==> src/design/wdu_pkg.sv <==
package wdu_pkg;

    // Clock rate and the power-on reset delay
    localparam int CLK_MHZ      = 200;
    localparam int POR_TIME_US  = 4000;
    localparam int POR_CYCLES   = POR_TIME_US * CLK_MHZ;

    // Fail-safe watchdog oscillator period
    localparam int FS_PERIOD_US = 50;
    localparam int FS_CYCLES    = FS_PERIOD_US * CLK_MHZ;

    // Widths of the state counter and the oscillator period
    localparam int CNT_W = 20;
    localparam int PER_W = 16;

    // Oscillator periods counted in each watchdog state
    localparam logic [CNT_W-1:0] LEAD_TICKS = 20'h01ed7;
    localparam logic [CNT_W-1:0] CW_TICKS   = 20'h0041d;
    localparam logic [CNT_W-1:0] OW_TICKS   = 20'h00451;
    localparam logic [CNT_W-1:0] RES_TICKS  = 20'h00040;

    // Reset values of the pin synchronisers
    localparam logic [2:0] TRIG_SYNC_RST = 3'h7;
    localparam logic [2:0] VCC_SYNC_RST  = 3'h0;

    typedef enum logic [4:0] {
        ST_INIT  = 5'h01,
        ST_LEAD  = 5'h02,
        ST_CLOSE = 5'h04,
        ST_OPEN  = 5'h08,
        ST_RESET = 5'h10
    } wdu_state_e;

    typedef struct packed {
        logic lead;
        logic close_win;
        logic open_win;
        logic pulse;
    } wdu_status_s;

endpackage

==> src/design/wdu_osc.sv <==
`timescale 1ns/1ps
module wdu_osc
    import wdu_pkg::*;
#(
    parameter int FS_CYC = FS_CYCLES
)(
    input  wire logic             clock,
    input  wire logic             arst_n,
    input  wire logic             latch,
    input  wire logic             restart,
    input  wire logic [PER_W-1:0] resistor_period,
    input  wire logic             resistor_fault,
    output logic                  tick
);

    logic [PER_W-1:0] per;
    logic [PER_W-1:0] ph;
    logic [PER_W-1:0] next_per;
    logic [PER_W-1:0] next_ph;
    logic             next_tick;

    // Period is taken only while initialising, so a later fault cannot
    // stretch a running window
    always_comb begin
        next_per = per;
        if (latch) begin
            if (resistor_fault || resistor_period == '0) begin
                next_per = PER_W'(FS_CYC);
            end else begin
                next_per = resistor_period;
            end
        end
        next_ph   = ph + 1'b1;
        next_tick = 1'b0;
        if (restart) begin
            next_ph = '0;
        end else if (ph >= per - 1'b1) begin
            next_ph   = '0;
            next_tick = 1'b1;
        end
    end

    always_ff @(posedge clock or negedge arst_n) begin
        if (!arst_n) begin
            per  <= PER_W'(FS_CYC);
            ph   <= '0;
            tick <= 1'b0;
        end else begin
            per  <= next_per;
            ph   <= next_ph;
            tick <= next_tick;
        end
    end
endmodule

==> src/design/wdu_watchdog.sv <==
// What this block does
// - Reset output shows watchdog state; trigger falling edge restarts timer.
// - Without triggers, reset output pulses low repeatedly at a fixed period.
// - After power-on delay, watchdog starts as the reset output rises.
// - Wake-up into standby starts the watchdog at once.
// - First state is lead, counting 7895 oscillator periods.
// - Trigger in lead enters close window of 1053 periods.
// - Close window end enters open window of 1105 periods.
// - Lead expiry without trigger enters the reset state.
// - Close window runs to its end unless a trigger (reset pulse), undervoltage or wake-up ends it, or silent-to-normal restarts it.
// - Trigger in the close window causes a reset pulse.
// - Power-on start waits for the 4 ms reset timer, then lead.
// - Wake-up start is not delayed by the reset timer.
// - VCC undervoltage clears watchdog, holds reset low, restarts after 4 ms.
// - Silent-to-normal transition starts directly in the close window.
// - Bad timing resistor seen during init forces a fail-safe period of 50 us.
// - Watchdog disabled during power-on delay, starts after reset rises.
// - Reset output reflects the window watchdog status.
`timescale 1ns/1ps
module wdu_watchdog
    import wdu_pkg::*;
#(
    parameter int                POR_CYC     = POR_CYCLES,
    parameter int                FS_CYC      = FS_CYCLES,
    parameter logic [CNT_W-1:0]  PULSE_TICKS = RES_TICKS
)(
    input  wire logic             clock,
    input  wire logic             arst_n,
    input  wire logic             wd_trigger_n,
    input  wire logic             vcc_ok,
    input  wire logic             wake_standby_entry,
    input  wire logic             silent_to_normal,
    input  wire logic [PER_W-1:0] wd_timing_resistor,
    input  wire logic             resistor_fault,
    output logic                  reset_out_n,
    output wdu_status_s           wd_status
);

    localparam logic [CNT_W-1:0] POR_LOAD = CNT_W'(POR_CYC);

    logic [2:0]       trig_sync;
    logic [2:0]       vcc_sync;
    logic             trig_lvl;
    logic             vcc_lvl;
    logic [2:0]       next_trig_sync;
    logic [2:0]       next_vcc_sync;
    logic             next_trig_lvl;
    logic             next_vcc_lvl;
    logic             trig_fall;
    logic             tick;
    wdu_state_e       state;
    wdu_state_e       next_state;
    logic [CNT_W-1:0] cnt;
    logic [CNT_W-1:0] next_cnt;
    logic             next_reset_out_n;
    wdu_status_s      next_status;

    // Count ends on the oscillator tick that takes it to zero
    function automatic logic expired(input logic t,
                                     input logic [CNT_W-1:0] c);
        expired = t && c == CNT_W'(1);
    endfunction

    // Pin synchronisers: a level counts once stages two and three agree,
    // which filters single-cycle glitches on the trigger line
    always_comb begin
        next_trig_sync = {trig_sync[1:0], wd_trigger_n};
        next_vcc_sync  = {vcc_sync[1:0], vcc_ok};
        next_trig_lvl  = trig_lvl;
        next_vcc_lvl   = vcc_lvl;
        if (trig_sync[1] == trig_sync[2]) begin
            next_trig_lvl = trig_sync[2];
        end
        if (vcc_sync[1] == vcc_sync[2]) begin
            next_vcc_lvl = vcc_sync[2];
        end
    end

    always_ff @(posedge clock or negedge arst_n) begin
        if (!arst_n) begin
            trig_sync <= TRIG_SYNC_RST;
            vcc_sync  <= VCC_SYNC_RST;
            trig_lvl  <= 1'b1;
            vcc_lvl   <= 1'b0;
        end else begin
            trig_sync <= next_trig_sync;
            vcc_sync  <= next_vcc_sync;
            trig_lvl  <= next_trig_lvl;
            vcc_lvl   <= next_vcc_lvl;
        end
    end

    // Falling trigger edge, one cycle wide
    assign trig_fall = trig_lvl && !next_trig_lvl;

    // Oscillator restarts its phase on every state change so each
    // window counts whole periods from its entry
    wdu_osc #(
        .FS_CYC (FS_CYC)
    ) u_osc (
        .clock           (clock),
        .arst_n          (arst_n),
        .latch           (state == ST_INIT),
        .restart         (next_state != state),
        .resistor_period (wd_timing_resistor),
        .resistor_fault  (resistor_fault),
        .tick            (tick)
    );

    // Watchdog sequence; undervoltage outranks wake, wake outranks the
    // silent-to-normal start, and both outrank the running windows
    always_comb begin
        next_state = state;
        next_cnt   = cnt;
        if (!vcc_lvl) begin
            next_state = ST_INIT;
            next_cnt   = POR_LOAD;
        end else if (wake_standby_entry) begin
            next_state = ST_LEAD;
            next_cnt   = LEAD_TICKS;
        end else if (silent_to_normal) begin
            next_state = ST_CLOSE;
            next_cnt   = CW_TICKS;
        end else begin
            unique case (state)
                ST_INIT: begin
                    // Watchdog held off during the power-on delay
                    if (cnt <= CNT_W'(1)) begin
                        next_state = ST_LEAD;
                        next_cnt   = LEAD_TICKS;
                    end else begin
                        next_cnt = cnt - 1'b1;
                    end
                end
                ST_LEAD: begin
                    if (trig_fall) begin
                        next_state = ST_CLOSE;
                        next_cnt   = CW_TICKS;
                    end else if (expired(tick, cnt)) begin
                        next_state = ST_RESET;
                        next_cnt   = PULSE_TICKS;
                    end else if (tick) begin
                        next_cnt = cnt - 1'b1;
                    end
                end
                ST_CLOSE: begin
                    if (trig_fall) begin
                        next_state = ST_RESET;
                        next_cnt   = PULSE_TICKS;
                    end else if (expired(tick, cnt)) begin
                        next_state = ST_OPEN;
                        next_cnt   = OW_TICKS;
                    end else if (tick) begin
                        next_cnt = cnt - 1'b1;
                    end
                end
                ST_OPEN: begin
                    if (trig_fall) begin
                        next_state = ST_CLOSE;
                        next_cnt   = CW_TICKS;
                    end else if (expired(tick, cnt)) begin
                        next_state = ST_RESET;
                        next_cnt   = PULSE_TICKS;
                    end else if (tick) begin
                        next_cnt = cnt - 1'b1;
                    end
                end
                ST_RESET: begin
                    // Triggers during the pulse are ignored
                    if (expired(tick, cnt)) begin
                        next_state = ST_LEAD;
                        next_cnt   = LEAD_TICKS;
                    end else if (tick) begin
                        next_cnt = cnt - 1'b1;
                    end
                end
                default: begin
                    next_state = ST_INIT;
                    next_cnt   = POR_LOAD;
                end
            endcase
        end
        // Reset output low in init and during a watchdog pulse
        next_reset_out_n = !(next_state == ST_INIT ||
                             next_state == ST_RESET);
        next_status.lead      = next_state == ST_LEAD;
        next_status.close_win = next_state == ST_CLOSE;
        next_status.open_win  = next_state == ST_OPEN;
        next_status.pulse     = next_state == ST_RESET;
    end

    always_ff @(posedge clock or negedge arst_n) begin
        if (!arst_n) begin
            state       <= ST_INIT;
            cnt         <= POR_LOAD;
            reset_out_n <= 1'b0;
            wd_status   <= '0;
        end else begin
            state       <= next_state;
            cnt         <= next_cnt;
            reset_out_n <= next_reset_out_n;
            wd_status   <= next_status;
        end
    end

    // Checks
    logic quiet;
    assign quiet = vcc_lvl && !wake_standby_entry && !silent_to_normal;
endmodule

==> config.mk <==
export PLATFORM = sky130hd
export DESIGN_NAME = wdu_watchdog
export DESIGN_NICKNAME = d
export VERILOG_FILES = /design/src/design/wdu_pkg.sv /design/src/design/wdu_osc.sv /design/src/design/wdu_watchdog.sv
export SDC_FILE = /design/constraint.sdc
export NUM_CORES = 1
export LEC_CHECK = 0
export BUFFER_PORTS_ARGS = -buffer_cell sky130_fd_sc_hd__buf_2
export CAP_MARGIN = 25
export CORE_ASPECT_RATIO = 0.6
export CORE_MARGIN = 8
export CORE_UTILIZATION = 40
export CTS_BUF_LIST = sky130_fd_sc_hd__clkbuf_4
export DETAILED_ROUTE_END_ITERATION = 10
export PLACE_DENSITY = 0.57
export SYNTH_ARGS = -nofsm -noshare
export SYNTH_HDL_FRONTEND = slang
export SYNTH_SLANG_ARGS = --single-unit
export TNS_END_PERCENT = 50
==> constraint.sdc <==
create_clock -name clock -period 9.9 [get_ports clock]
set_input_delay 0.495 -clock clock [delete_from_list [all_inputs] [get_ports clock]]
set_output_delay 0.495 -clock clock [all_outputs]
set_load 0.01 [all_outputs]
==> results.md <==
- Fin crit period: 4095 ps
- Clock Latency Late Sink: 440 ps
- PnR worst setup slack: 5805 ps
- Die area: 15550 µm²
- Max-slew violation count: 0
- RSZ-0062 raised after global routing: no
- DRC: 0
- Fin Clk Skew: 21.78 ps
- Startpoint types: flip-flop
- Nets: 560
- CTS Buffer Depth: 2
- Total number of vias: 4054
- Routed Antenna Nets: 0
- Number of max-cap violations: 0
- Leakage: 2.009 nW
- Clk sinks: 71
- Worst-Margin Slew: 1048 ps
- First-pass GRT wire length: 20820 µm
- IO Pins: 28
- PortBufs: 27
- Place WS: 5822 ps
- Placed wire-length estimate: 9180 µm
- Yosys cell types: 66
- # hold bufs at CTS: 0
- Grt peak-use layer: met2
- Post-synth EDFFs: 0
- CTS tree: yes
- Fill cell count: 1116
- Routed WL per cell: 18.33 µm
- Most frequent cells in the layout: dfrtp_1, nand2_1, nor2_1
- Cells after Synth: 501
- Num CTS Buffers: 9
- Hold/Removal Path Class: input pin to flip-flop
- Finish-stage setup viols: 0
- Synth area leaders: dfrtp_1, dfstp_2, ha_1
- CP arrival: 4420 ps
- Setup TNS: 0 ps
- Post-synth top area cell: dfrtp_1
- Max_slew headroom: 30.00%
- Dpl cell area: 4910 µm²
- Highest clock rate: 0.2442 GHz
- Die height: 99.86 µm
- Final WL: 12500 µm
- H-tree levels: 3
- Worst-path fanout max: 16
- Avg Inst Size Synth: 9.358 µm²
- Root Buffer: clkbuf_4
- Commonest non-fill, non-tap cell in the layout: dfrtp_1
- Chip Width: 155.8 µm
- Site Rows: 30
- Initial antenna violation count: 0
- Iteration-0 DRC Markers: 281
- First-pass DRT Iterations: 5
- Met2 usage: 25.42%
- CP endpoint kind: flip-flop
- FFs w/ async S/R, synth: 100.0%
- Final period utilization: 41.37%
- Overall power: 748.3 µW
- Yosys reg bits: 71
- Critical path class: flip-flop to flip-flop
- Largest net degree at the start of global routing: 72
- Final Hold Vio Count: 0
- Syn nets: 544
- Setup bufs post-CTS: 0
- # diodes: 0
- Grt met1 use: 23.33%
- Hold WS: 158.3 ps
- Fraction of layout cells with a size suffix above 1: 16.48%
- Sequential area share after synthesis: 38.32%
- Starting density of the core: 41.22%
- Ys flop type: dfrtp_1
- Ys Warns: 0
- GRT overflow: 0
- Placer Congestion: 0.8835
- Core Area: 11370 µm²
- GRT Resource Usage Total: 16.73%
- Peak VDD IR: 0.07280 mV
- Post-CTS Resized: 0
- Post-synthesis cell area: 4688 µm²
- Fin area: 5064 µm²
- Pwr/cell area: 147.8 nW/µm²
- Run status: complete, no violations
- Vias per cell: 5.944
- Synthesis-to-finish area growth: 8.006%
- Clock slew at reported path FFs: 120 ps
- Vias in the first global route: 3961
- Top cell type's share of synthesized area: 29.36%
- GR Util met3: 3.818%
- Required @ worst endpoint: 10230 ps
[metrics by stage]
step	std cells	util, %
finish	682	44.52
global route	682	44.52
CTS	682	44.52
detailed placement	666	43.17
global placement	666	43.17
floorplan	501	-
[cell usage after synthesis, types with 7 or more instances]
master / instances
nor2_1: 44
nand4_1: 11
a31oi_1: 7
inv_1: 9
and3_1: 7
xnor2_1: 23
dfstp_2: 16
clkbuf_1: 16
a22o_1: 8
or4_1: 12
nor3_1: 18
a21oi_1: 24
nor4_2: 7
nand2_1: 46
dfrtp_1: 55
xor2_1: 14
o21ai_0: 19
nand3_1: 11
ha_1: 20
nor4_1: 16
nor4b_1: 7
[routing by layer]
| layer | up-vias | share of wire [%] |
|---|---|---|
| met2 | 148 | 43 |
| li1 | 1912 | - |
| met5 | - | 0 |
| met4 | 0 | 1.2 |
| met1 | 1981 | 50 |
| met3 | 13 | 5.8 |
[kinds of logic after synthesis]
kind of cell / count (synthesis) / share of synthesized area, %
mux: 1 / 0.2402
xor+xnor: 37 / 6.912
compound gates: 115 / 17.96
flops: 71 / 38.32
fa+ha+maj: 22 / 5.765
simple gates: 220 / 27.01
buf+inv: 35 / 3.790
[worst max-delay path, stage by stage, from the launching register on]
cell and delay, ps:
dfrtp_1 430, or4_1 530, nor2_1 130, nand2_1 110, or4_1 470, nor4_1 250
xnor2_1 170, ha_1 260, a21o_1 160, a21o_1 170, a221oi_1 340, nand2_1 540
nor4_1 450
[worst paths after layout]
path                                           from                        to  slack (ps)  cells past startpoint
max                        u_osc.per[3]$_DFFE_PN0P_    u_osc.ph[15]$_DFF_PN0_        5800                     12
min                                    wd_trigger_n    trig_sync[0]$_DFF_PN1_         160                      1
max reg2reg                u_osc.per[3]$_DFFE_PN0P_    u_osc.ph[15]$_DFF_PN0_        5800                     12
min reg2reg                   vcc_sync[0]$_DFF_PN0_     vcc_sync[1]$_DFF_PN0_         370                      0
max in group asynchronous                    arst_n  u_osc.per[0]$_DFFE_PN0P_        9040                      2
min in group asynchronous                    arst_n          cnt[3]$_DFF_PN0_         250                      2
[flip-flops by register name, indices dropped and copies added (netlist names)]
register,count
trig_sync,3
state,5
u_osc.ph,16
cnt,20
u_osc.per,16
vcc_lvl,1
trig_lvl,1
wd_status,4
reset_out_n,1
u_osc.tick,1
vcc_sync,3
[where the power goes]
| part | switching [mW] | total [mW] | internal [mW] |
|---|---|---|---|
| clock | 0.110 | 0.211 | 0.101 |
| sequential | 0.0337 | 0.354 | 0.320 |
| combinational | 0.108 | 0.183 | 0.0751 |
| total | 0.252 | 0.748 | 0.496 |
[final cells by class]
class	instances	area (µm²)	share of cell area, %
clock buffer	9	67.56	1.334
clock inverter	7	86.33	1.705
timing repair buffer	31	165.2	3.262
inverter	9	33.78	0.6672
tap	160	200.2	3.954
multi-input combinational	395	2714	53.60
sequential	71	1797	35.48
Power figures use the tool's default switching activity.
